### config.mk
export PLATFORM = sky130hd
export DESIGN_NAME = ccd_channel
export DESIGN_NICKNAME = d
export VERILOG_FILES = /design/src/ccd_prescaler.v /design/src/ccd_divider.v /design/src/ccd_channel.v
export VERILOG_INCLUDE_DIRS = /design/src /design/src/src
export SDC_FILE = /design/constraint.sdc
export NUM_CORES = 1
export LEC_CHECK = 0
export BUFFER_PORTS_ARGS = -buffer_cell sky130_fd_sc_hd__buf_2
export CORE_MARGIN = 3
export CORE_UTILIZATION = 47
export CTS_BUF_LIST = sky130_fd_sc_hd__clkbuf_4 sky130_fd_sc_hd__clkbuf_8
export DETAILED_ROUTE_END_ITERATION = 8
export PLACE_DENSITY = 0.76
export RECOVER_POWER = 25
export SETUP_SLACK_MARGIN = 0.2
export SYNTH_ARGS = -nofsm -noshare
export SYNTH_HDL_FRONTEND = slang
export SYNTH_SLANG_ARGS = --single-unit
export TNS_END_PERCENT = 50
### constraint.sdc
create_clock -name ref_clk -period 4.8 [get_ports ref_clk]
set_input_delay 0.48 -clock ref_clk [delete_from_list [all_inputs] [get_ports ref_clk]]
set_output_delay 0.48 -clock ref_clk [all_outputs]
set_load 0.05 [all_outputs]
### src/ccd_regs.vh
`ifndef CCD_REGS_VH
`define CCD_REGS_VH
`define CCD_ADDR_W          10
`define CCD_OFF_COUNTS      10'h199
`define CCD_OFF_CTRL        10'h19a
`define CCD_OFF_ROUTE       10'h19b
`define CCD_OFF_PRESCALE    10'h1e0
`define CCD_OFF_CLKIN       10'h1e1
`define CCD_LOW_HI          7
`define CCD_LOW_LO          4
`define CCD_HIGH_HI         3
`define CCD_HIGH_LO         0
`define CCD_BIT_BYPASS      7
`define CCD_BIT_IGN_ALIGN   6
`define CCD_BIT_FORCE       5
`define CCD_BIT_START_HIGH  4
`define CCD_PHASE_HI        3
`define CCD_PHASE_LO        0
`define CCD_BIT_PWRDN       2
`define CCD_BIT_DIRECT      1
`define CCD_BIT_DUTY_OFF    0
`define CCD_BIT_SEL_OSC     1
`define CCD_BIT_PRE_BYPASS  0
`define CCD_RST_COUNTS      8'h00
`define CCD_RST_CTRL        8'h00
`define CCD_RST_ROUTE       8'h00
`define CCD_RST_PRESCALE    8'h00
`define CCD_RST_CLKIN       8'h00
`define CCD_SEL_EXT         2'b00
`define CCD_SEL_NONE        2'b01
`define CCD_SEL_OSC         2'b10
`endif

### src/ccd_prescaler.v
`timescale 1ns/10ps
`include "ccd_regs.vh"
// divides the selected source by 2..5, emits a one-cycle enable per output period
module ccd_prescaler
(
	input  wire       ref_clk,
	input  wire       rstn,
	input  wire       src_tick,
	input  wire [2:0] ratio_code,
	input  wire       bypass,
	output reg        pre_tick
);
	reg  [2:0] cnt_q;
	wire [2:0] last;

	// reserved codes above 011 fall back to divide by 2
	assign last = ratio_code[2] ? 3'h1 : ratio_code + 3'h1;

	always @(posedge ref_clk or negedge rstn)
	begin
		if (!rstn)
		begin
			cnt_q    <= 3'h0;
			pre_tick <= 1'b0;
		end
		else if (bypass)
		begin
			cnt_q    <= 3'h0;
			pre_tick <= src_tick;
		end
		else
		begin
			pre_tick <= 1'b0;
			if (src_tick)
			begin
				if (cnt_q >= last)
				begin
					cnt_q    <= 3'h0;
					pre_tick <= 1'b1;
				end
				else
					cnt_q <= cnt_q + 3'h1;
			end
		end
	end
endmodule // ccd_prescaler

### src/ccd_divider.v
`timescale 1ns/10ps
`include "ccd_regs.vh"
// high/low counting divider stepped by tick; align restarts after phase delay
module ccd_divider
(
	input  wire       ref_clk,
	input  wire       rstn,
	input  wire       tick,
	input  wire [3:0] low_cnt,
	input  wire [3:0] high_cnt,
	input  wire       start_high,
	input  wire [3:0] phase,
	input  wire       align,
	input  wire       hold,
	output reg        div_out
);
	reg  [3:0] cnt_q;
	reg  [4:0] wait_q;
	reg        waiting_q;

	always @(posedge ref_clk or negedge rstn)
	begin
		if (!rstn)
		begin
			cnt_q     <= 4'h0;
			wait_q    <= 5'h00;
			waiting_q <= 1'b0;
			div_out   <= 1'b0;
		end
		else if (hold)
		begin
			cnt_q     <= 4'h0;
			waiting_q <= 1'b0;
			div_out   <= start_high;
		end
		else if (align)
		begin
			cnt_q     <= 4'h0;
			wait_q    <= {1'b0, phase};
			waiting_q <= 1'b1;
			div_out   <= start_high;
		end
		else if (tick)
		begin
			if (waiting_q)
			begin
				if (wait_q == 5'h00)
					waiting_q <= 1'b0;
				else
					wait_q <= wait_q - 5'h01;
			end
			else if (div_out && cnt_q >= high_cnt)
			begin
				cnt_q   <= 4'h0;
				div_out <= 1'b0;
			end
			else if (!div_out && cnt_q >= low_cnt)
			begin
				cnt_q   <= 4'h0;
				div_out <= 1'b1;
			end
			else
				cnt_q <= cnt_q + 4'h1;
		end
	end
endmodule // ccd_divider

### src/ccd_channel.v
`timescale 1ns/10ps
`include "ccd_regs.vh"
// Behaviour
// - output stays low for low-count field plus one input cycles.
// - output stays high for high-count field plus one input cycles.
// - bypass bit outputs the prescaled clock as a level, the divider keeps running unused unless the force bit holds it.
// - alignment is obeyed unless the ignore bit is set.
// - force bit has no effect while the divider is bypassed.
// - force low when start-level bit 0, else force high.
// - start-level bit sets the level toggling begins from.
// - a four-bit phase offset field, default zero.
// - power-down bit puts all three group outputs into safe low state.
// - direct route takes oscillator on 10b, external on 00b, divider output on 01b and 11b.
// - duty correction on when its disable bit is zero.
// - prescaler divides by 2, 3, 4 or 5 for codes 000..011.
// - input select picks external clock at 0, oscillator at 1.
// - prescaler bypass skips it; bypass is ignored while the oscillator is chosen.
module ccd_channel
(
	input  wire       ref_clk,
	input  wire       rstn,
	input  wire       ext_clk,
	input  wire       osc_clk,
	input  wire       align_n,
	input  wire [9:0] reg_addr,
	input  wire [7:0] reg_wdata,
	input  wire       reg_wr,
	input  wire       reg_rd,
	output reg  [7:0] reg_rdata,
	output reg        group3_out_a,
	output reg        group3_out_b,
	output reg        group3_out_c,
	output reg        group3_dead,
	output wire       duty_fix
);
	reg  [7:0] counts_q;
	reg  [7:0] ctrl_q;
	reg  [7:0] route_q;
	reg  [7:0] pre_q;
	reg  [7:0] clkin_q;
	reg  [2:0] ext_sync_q;
	reg  [2:0] osc_sync_q;
	reg  [2:0] align_sync_q;
	reg        ext_lvl_q;
	reg        osc_lvl_q;
	reg        align_lvl_q;
	reg        chan_clk;
	wire       sel_osc;
	wire       pre_bypass;
	wire       ext_rise;
	wire       osc_rise;
	wire       ext_chg;
	wire       osc_chg;
	wire       src_tick;
	wire       pre_tick;
	wire       align_evt;
	wire       div_out;
	wire       force_hold;
	reg        chan_d;
	reg        outs_d;
	reg        pre_lvl_q;

	function hit;
		input [9:0] a;
		input [9:0] off;
		begin
			hit = (a == off);
		end
	endfunction

	always @(posedge ref_clk or negedge rstn)
	begin
		if (!rstn)
		begin
			counts_q <= `CCD_RST_COUNTS;
			ctrl_q   <= `CCD_RST_CTRL;
			route_q  <= `CCD_RST_ROUTE;
			pre_q    <= `CCD_RST_PRESCALE;
			clkin_q  <= `CCD_RST_CLKIN;
		end
		else if (reg_wr)
		begin
			if (hit(reg_addr, `CCD_OFF_COUNTS))
				counts_q <= reg_wdata;
			if (hit(reg_addr, `CCD_OFF_CTRL))
				ctrl_q <= reg_wdata;
			if (hit(reg_addr, `CCD_OFF_ROUTE))
				route_q <= {5'h00, reg_wdata[2:0]};
			if (hit(reg_addr, `CCD_OFF_PRESCALE))
				pre_q <= {5'h00, reg_wdata[2:0]};
			if (hit(reg_addr, `CCD_OFF_CLKIN))
				clkin_q <= {6'h00, reg_wdata[1:0]};
		end
	end

	always @(posedge ref_clk or negedge rstn)
	begin
		if (!rstn)
			reg_rdata <= 8'h00;
		else if (reg_rd)
		begin
			if (hit(reg_addr, `CCD_OFF_COUNTS))
				reg_rdata <= counts_q;
			else if (hit(reg_addr, `CCD_OFF_CTRL))
				reg_rdata <= ctrl_q;
			else if (hit(reg_addr, `CCD_OFF_ROUTE))
				reg_rdata <= route_q;
			else if (hit(reg_addr, `CCD_OFF_PRESCALE))
				reg_rdata <= pre_q;
			else if (hit(reg_addr, `CCD_OFF_CLKIN))
				reg_rdata <= clkin_q;
			else
				reg_rdata <= 8'h00;
		end
	end

	// three-stage synchronisers; a change counts once stages two and three agree
	always @(posedge ref_clk or negedge rstn)
	begin
		if (!rstn)
		begin
			ext_sync_q   <= 3'h0;
			osc_sync_q   <= 3'h0;
			align_sync_q <= 3'h7;
			ext_lvl_q    <= 1'b0;
			osc_lvl_q    <= 1'b0;
			align_lvl_q  <= 1'b1;
		end
		else
		begin
			ext_sync_q   <= {ext_sync_q[1:0], ext_clk};
			osc_sync_q   <= {osc_sync_q[1:0], osc_clk};
			align_sync_q <= {align_sync_q[1:0], align_n};
			if (ext_sync_q[1] == ext_sync_q[2])
				ext_lvl_q <= ext_sync_q[2];
			if (osc_sync_q[1] == osc_sync_q[2])
				osc_lvl_q <= osc_sync_q[2];
			if (align_sync_q[1] == align_sync_q[2])
				align_lvl_q <= align_sync_q[2];
		end
	end

	assign ext_chg  = (ext_sync_q[1] == ext_sync_q[2]) && (ext_sync_q[2] != ext_lvl_q);
	assign osc_chg  = (osc_sync_q[1] == osc_sync_q[2]) && (osc_sync_q[2] != osc_lvl_q);
	assign ext_rise = ext_chg && ext_sync_q[2];
	assign osc_rise = osc_chg && osc_sync_q[2];

	// the oscillator cannot be used bypassed, so choosing it overrides the bypass bit
	assign pre_bypass = clkin_q[`CCD_BIT_PRE_BYPASS] & ~clkin_q[`CCD_BIT_SEL_OSC];
	assign sel_osc    = clkin_q[`CCD_BIT_SEL_OSC];
	assign src_tick   = sel_osc ? osc_rise : ext_rise;

	ccd_prescaler u_pre
	(
		.ref_clk    (ref_clk),
		.rstn       (rstn),
		.src_tick   (src_tick),
		.ratio_code (pre_q[2:0]),
		.bypass     (pre_bypass),
		.pre_tick   (pre_tick)
	);

	// prescaled clock as a level: toggles once per prescaler period
	always @(posedge ref_clk or negedge rstn)
	begin
		if (!rstn)
			pre_lvl_q <= 1'b0;
		else if (pre_tick)
			pre_lvl_q <= ~pre_lvl_q;
	end

	// falling edge of the active-low alignment line, gated by ignore bit
	assign align_evt  = align_lvl_q & (align_sync_q[1] == align_sync_q[2])
		& ~align_sync_q[2] & ~ctrl_q[`CCD_BIT_IGN_ALIGN];
	assign force_hold = ctrl_q[`CCD_BIT_FORCE] | ~ctrl_q[`CCD_BIT_IGN_ALIGN] & 1'b0;

	ccd_divider u_div
	(
		.ref_clk    (ref_clk),
		.rstn       (rstn),
		.tick       (pre_tick),
		.low_cnt    (counts_q[`CCD_LOW_HI:`CCD_LOW_LO]),
		.high_cnt   (counts_q[`CCD_HIGH_HI:`CCD_HIGH_LO]),
		.start_high (ctrl_q[`CCD_BIT_START_HIGH]),
		.phase      (ctrl_q[`CCD_PHASE_HI:`CCD_PHASE_LO]),
		.align      (align_evt),
		.hold       (force_hold),
		.div_out    (div_out)
	);

	always @*
	begin
		if (ctrl_q[`CCD_BIT_BYPASS])
			chan_d = pre_lvl_q;
		else if (ctrl_q[`CCD_BIT_FORCE])
			chan_d = ctrl_q[`CCD_BIT_START_HIGH];
		else
			chan_d = div_out;
	end

	always @*
	begin
		outs_d = chan_d;
		if (route_q[`CCD_BIT_DIRECT])
		begin
			case (clkin_q[1:0])
				`CCD_SEL_OSC: outs_d = osc_lvl_q;
				`CCD_SEL_EXT: outs_d = ext_lvl_q;
				default:      outs_d = chan_d;
			endcase
		end
		if (route_q[`CCD_BIT_PWRDN])
			outs_d = 1'b0;
	end

	always @(posedge ref_clk or negedge rstn)
	begin
		if (!rstn)
		begin
			group3_out_a <= 1'b0;
			group3_out_b <= 1'b0;
			group3_out_c <= 1'b0;
			group3_dead  <= 1'b0;
		end
		else
		begin
			group3_out_a <= outs_d;
			group3_out_b <= outs_d;
			group3_out_c <= outs_d;
			group3_dead  <= route_q[`CCD_BIT_PWRDN];
		end
	end

	assign duty_fix = ~route_q[`CCD_BIT_DUTY_OFF];
endmodule // ccd_channel

; ---- After elaboration in Yosys (flattened, before gate mapping)
; Cells that the tools add are included.
[totals]
ramBits = 0
input_bits = 25
wordCells = 112
latch_bits = 0
n_memories = 0
mem_bits_ro = 0
regBits = 62
output_inout_bits = 13
[op_classes]
n_mux = 39
n_bitwise = 10
mul = 0
order_cmp = 3
div = 0
n_shift = 0
eq_ne = 13
addsub = 4
reduce_logical = 22
[ops]
columns = cell, count
row1 = == test 10 x 9 -> 1 bit (second input constant), 5
row2 = 2-to-1 mux 4 bit, 6
row3 = 2-to-1 mux 5 bit, 4
row4 = 2-to-1 mux 1 bit, 19
row5 = 2-to-1 mux 3 bit, 6
row6 = 2-to-1 mux 8 bit, 2
row7 = AND reduction 2 bit, 6
row8 = greater-or-equal comparator 4 bit, 2
row9 = adder 3 x 1 -> 3 bit (second input constant), 2
row10 = logical AND 1 bit, 6
row11 = NOT 1 bit, 6
row12 = nonzero test 2 bit, 3
row13 = logical NOT 5 bit, 1
row14 = subtractor 5 x 1 -> 5 bit (second input constant), 1
row15 = adder 4 x 1 -> 4 bit (second input constant), 1
row16 = bitwise AND 1 bit, 4
row17 = AND reduction 4 bit, 1
row18 = nonzero test 4 bit, 1
row19 = == test 1 bit, 3
row20 = greater-or-equal comparator 3 bit, 1
row21 = inequality test 3 bit (second input constant), 1
row22 = AND reduction 3 bit, 1
row23 = nonzero test 3 bit, 1
row24 = == test 2 bit (second input constant), 1
row25 = 6 further kinds, 7

; ---- Depth between registers and ports, before layout
[depth]
word_depth = 8
mapped_depth = 7
mapped_depth_nobuf = 7

; ---- Modules after synthesis
; A second synthesis with hierarchy kept.
[hier_totals]
cells_unflattened = 280
hier_area_um2 = 3231.8
[by_module_without_submodules]
columns = mod, area_each_um2, n_inst, cells_each
row1 = ccd_channel, 2067.0, 1, 154
row2 = ccd_divider, 870.8, 1, 96
row3 = ccd_prescaler, 294.0, 1, 30

; ---- Least setup slack after synthesis
; Ideal clock, no wire load.
[synth_timing]
path_type = flip-flop to flip-flop
startpoint = register pre_q[0]
endpoint = register u_pre.cnt_q[2]
arrival_time_ps = 1735
required_ps = 4710
synth_period_minus_slack_ps = 1825
slack_ps = 2975
path_stages_with_launch = 8
cell_sequence = dfrtp_1 -> ha_1 -> nand2b_1 -> ha_1 -> a21o_1 -> a221oi_1 -> nand2b_1 -> o221ai_1
[synth_via]
elab_chain_cells = 6
[synth_rtl]
columns = element, line_no
row1 = start: declaration, ccd_channel.v:39  ; reg [7:0] pre_q;
row2 = start signal: assignment, ccd_channel.v:78  ; pre_q <= `CCD_RST_PRESCALE;
row3 = start signal: assignment, ccd_channel.v:90  ; pre_q <= {5'h00, reg_wdata[2:0]};
row4 = adder 3 x 1 -> 3 bit, ccd_prescaler.v:17  ; assign last = ratio_code[2] ? 3'h1 : ratio_code + 3'h1;
row5 = 2-to-1 mux 3 bit, ccd_prescaler.v:17
row6 = greater-or-equal comparator 3 bit, ccd_prescaler.v:36  ; if (cnt_q >= last)
row7 = 2-to-1 mux 3 bit, ccd_prescaler.v:36
row8 = 2-to-1 mux 3 bit, ccd_prescaler.v:34  ; if (src_tick)
row9 = 2-to-1 mux 3 bit, ccd_prescaler.v:26  ; else if (bypass)
row10 = end signal: assignment, ccd_prescaler.v:42  ; cnt_q <= cnt_q + 3'h1;
row11 = end: declaration, ccd_prescaler.v:13  ; reg [2:0] cnt_q;
; Every way passes these cells. The select of a mux whose other input is x is not followed.
; A chain may end at the register's enable or synchronous reset.

; ---- Final worst setup path
[layout_timing]
startpoint = register u_div.cnt_q[0]
endpoint = register u_div.cnt_q[3]
[layout_via]
elab_chain_cells = 8
[layout_rtl]
columns = element, line_no
row1 = start: declaration, ccd_divider.v:17  ; reg [3:0] cnt_q;
row2 = start signal: assignment, ccd_divider.v:63  ; cnt_q <= cnt_q + 4'h1;
row3 = greater-or-equal comparator 4 bit, ccd_divider.v:57  ; else if (!div_out && cnt_q >= low_cnt)
row4 = logical AND 1 bit, ccd_divider.v:57
row5 = 2-to-1 mux 4 bit, ccd_divider.v:57
row6 = 2-to-1 mux 4 bit *, ccd_divider.v:52  ; else if (div_out && cnt_q >= high_cnt)
row7 = 2-to-1 mux 4 bit *, ccd_divider.v:45  ; if (waiting_q)
row8 = 2-to-1 mux 4 bit *, ccd_divider.v:43  ; else if (tick)
row9 = 2-to-1 mux 4 bit *, ccd_divider.v:36  ; else if (align)
row10 = 2-to-1 mux 4 bit *, ccd_divider.v:30  ; else if (hold)
; Every way passes the cells marked *; elsewhere a longest branch is shown, timed or not. The select of a mux whose other input is x is not followed.

==> summary.txt <==
Power
  • Cell-internal power: 1.015 mW
  • Part of the power in registers: 45.1%
  • Maximum vdd drop: 0.2259 mV
  • Clk pwr share: 35.6%
  • Pwr/cell area: 408.7 nW/µm²
  • Sw power: 0.4236 mW
  • Switching fraction of total power: 29.44%
  • Tot Pwr: 1.439 mW
  • LEAKAGE: 1.668 nW
  • Combinational group share of total power: 19.2%

Floorplan
  • Die span in y: 86.55 µm
  • I/O pin cnt: 38
  • Num rows: 28
  • Die width: 86.55 µm
  • Die Area: 7490 µm²
  • Core area: 6096 µm²
  • Initial Utilization: 50.02%

Timing
  • Max Clock Skew: 17.04 ps
  • Setup TNS: 0 ps
  • Final Hold Viols: 0
  • FMAX: 459.2 MHz
  • Slew Viols, Final: 0
  • Final worst path period need: 2177 ps
  • RSZ-0062 raised after global routing: no
  • Final setup vio count: 0
  • Worst slew margin relative to its limit: 47.52%
  • Final period utilization: 45.36%
  • Measured slew at the worst slew-check pin: 783.8 ps

CTS
  • Root buffer cell: clkbuf_8
  • CTS sink cnt: 62
  • H-tree levels: 3
  • Hold-fix buffers, CTS: 0
  • Reg clk slew, reported paths: 70 ps
  • Clk_lat worst skew: 340 ps
  • Postcts setup bufs: 0
  • CTS buffer count: 9
  • CTS max path bufs: 2
  • CTS tree: done
  • PostCTS Resize Cnt: 0

Placement
  • GPL Wtd Cong: 0.8291
  • Detailed-placement wirelength estimate: 4389 µm
  • IO buf count: 37

Cells and area
  • Layout cell share with drive strength beyond 1: 27.08%
  • Final core occ: 57.76%
  • Final layout net count: 361
  • Antenna fix cells: 0
  • Area grow syn2layout: 15.47%

Route
  • Vias: 2207
  • Vias per cell: 5.518
  • Final ANT Viol Nets: 0
  • Initial DRC count: 125
  • Routed wire length per instance: 15.17 µm
  • Final wirelength: 6067 µm
  • # DRC: 0
  • DRT Pass-1 Iters: 4

Synthesis
  • Post-synth EDFFs: 0
  • XOR/XNOR share of the synthesized area: 0.5745%
  • Register area share after synthesis: 51.05%
  • Syn Std Cell Area: 3049 µm²
  • Syn nets: 319
  • Largest family of logic cells by synthesized area: compound AO/OA/AOI/OAI gates
  • Flops & latches, synth: 62
  • Post-Synth Adder-Cell Area: 7.550%
  • Yosys warnings: 0
  • Compound-Gate Fraction of Synth Area: 14.36%
  • Synth Instances: 278
  • Syn avg cell area: 10.97 µm²
  • Post-synth ARST share: 100.0%
  • Post-Synth Simple-Gate Area: 13.62%
  • Post-synth top flop: dfrtp_1
  • Synth unique cells: 49
  • Mux contribution to synthesized area: 8.535%

GRT
  • M1 GR Usage: 24.26%
  • Vias in the first global route: 2179
  • Met3 GRT Util: 3.517%
  • Top Usage Layer GRT: met2
  • GR Util met2: 27.54%
  • GRT Total Usage: 17.81%
  • Initial antenna violation count: 0
  • First-pass GRT wire length: 10350 µm
  • Gr ovfl total: 0
  • Largest net degree at the start of global routing: 63

Worst setup path
  • Crit path kind: reg -> reg
  • WP data arrival: 2450 ps
  • CP Launch Point: u_div.cnt_q[0]
  • Worst Setup End Kind: flop
  • Peak fanout along the critical path: 5
  • Worst EP required: 5070 ps
  • Reg2reg start: u_div.cnt_q[0]
  • CP startpoint kind: flop

Flow run
  • Number of max-cap violations: 0

Run status
  • Status: finished, final reports clean

Hold path
  • Hold path start: align_n
  • Hold Crit Class: in -> reg
sequential cells by signal, summed over array words and instances (netlist names):
| register | cells |
|---|---|
| align_lvl_q | 1 |
| align_sync_q | 3 |
| clkin_q | 2 |
| counts_q | 8 |
| ctrl_q | 8 |
| ext_lvl_q | 1 |
| ext_sync_q | 3 |
| group3_dead | 1 |
| group3_out_a | 1 |
| osc_lvl_q | 1 |
| osc_sync_q | 3 |
| pre_lvl_q | 1 |
| pre_q | 3 |
| reg_rdata | 8 |
| route_q | 3 |
| u_div.cnt_q | 4 |
| u_div.div_out | 1 |
| u_div.wait_q | 5 |
| u_div.waiting_q | 1 |
| u_pre.cnt_q | 3 |
| u_pre.pre_tick | 1 |
final timing paths:
| kind | endpoint | slack [ps] | depth (start not counted) |
|---|---|---|---|
| worst max-delay path | u_div.cnt_q[3] | 2620 | 7 |
| max in group asynchronous | osc_sync_q[1] | 3980 | 2 |
| min in group asynchronous | reg_rdata[4] | 300 | 2 |
| worst max register to register | u_div.cnt_q[3] | 2620 | 7 |
| worst min-delay path | align_sync_q[0] | 240 | 1 |
| worst min register to register | ext_sync_q[1] | 350 | 0 |
worst max-delay path: stages (launching register included):
cell	delay (ps)
dfrtp_1	430
inv_1	90
ha_1	260
nand2b_1	140
a2111oi_0	510
a21oi_1	110
mux2i_1	330
a32o_1	220
kinds of logic after synthesis:
logic type	after synthesis
xor+xnor	2
buf+inv	32
flops	62
compound gates	69
mux	24
simple gates	70
fa+ha+maj	19
routing by layer:
metal  vias up  share of wire (%)
met5         -                  0
met4         0                1.8
met3        10                4.3
met2        47                 46
met1      1067                 48
li1       1083                  -
per-stage QoR:
| stage | instances | area (µm²) | hold slack [ps] | worst slack, ps |
|---|---|---|---|---|
| after floorplan | 278 | 3049 | 184.4 | 2975 |
| after global placement | 384 | 3298 | 333.9 | 2691 |
| after detailed placement | 384 | 3298 | 336.4 | 2650 |
| after CTS | 400 | 3521 | 232.1 | 2581 |
| after global routing | 400 | 3521 | 233.2 | 2344 |
| final | 400 | 3521 | 243.4 | 2623 |
Yosys cell counts (4+ instances only):
library cell	number	area [µm²]
nand2b_1	8	50.05
inv_1	24	90.09
o22ai_1	6	37.54
ha_1	16	200.2
nand3_1	4	20.02
nor2_1	16	60.06
a22oi_1	6	45.04
a21oi_1	11	55.05
nor3_1	4	20.02
o21ai_0	26	130.1
dfstp_2	4	105.1
nand2_1	20	75.07
mux2_2	16	180.2
dfrtp_1	58	1451
mux2i_1	8	80.08
layout make-up:
cell class	instances	area (µm²)
fill	515	2575
inverter	25	93.84
multi-input combinational	184	1361
clock buffer	10	137.6
sequential	62	1556
timing repair buffer	38	192.7
clock inverter	6	85.08
tap	75	93.84
cell usage in the layout, fill, tap and decap left out, types with 10 or more instances in the layout:
cell type	n
nor2_1	16
inv_1	24
dfrtp_1	58
a21oi_1	11
ha_1	16
clkbuf_8	10
nand2_1	20
mux2_2	16
buf_2	37
o21ai_0	26
power groups by stage:
stage	Clock (mW)	Sequential, mW	Combinational, mW
2_1_floorplan	0	0.655	0.192
3_3_place_gp	0	0.654	0.257
3_5_place_dp	0	0.658	0.273
4_1_cts	0.522	0.649	0.281
5_1_grt	0.545	0.658	0.324
6_report	0.513	0.649	0.277
Note: power is estimated with default switching activity, not from simulation.
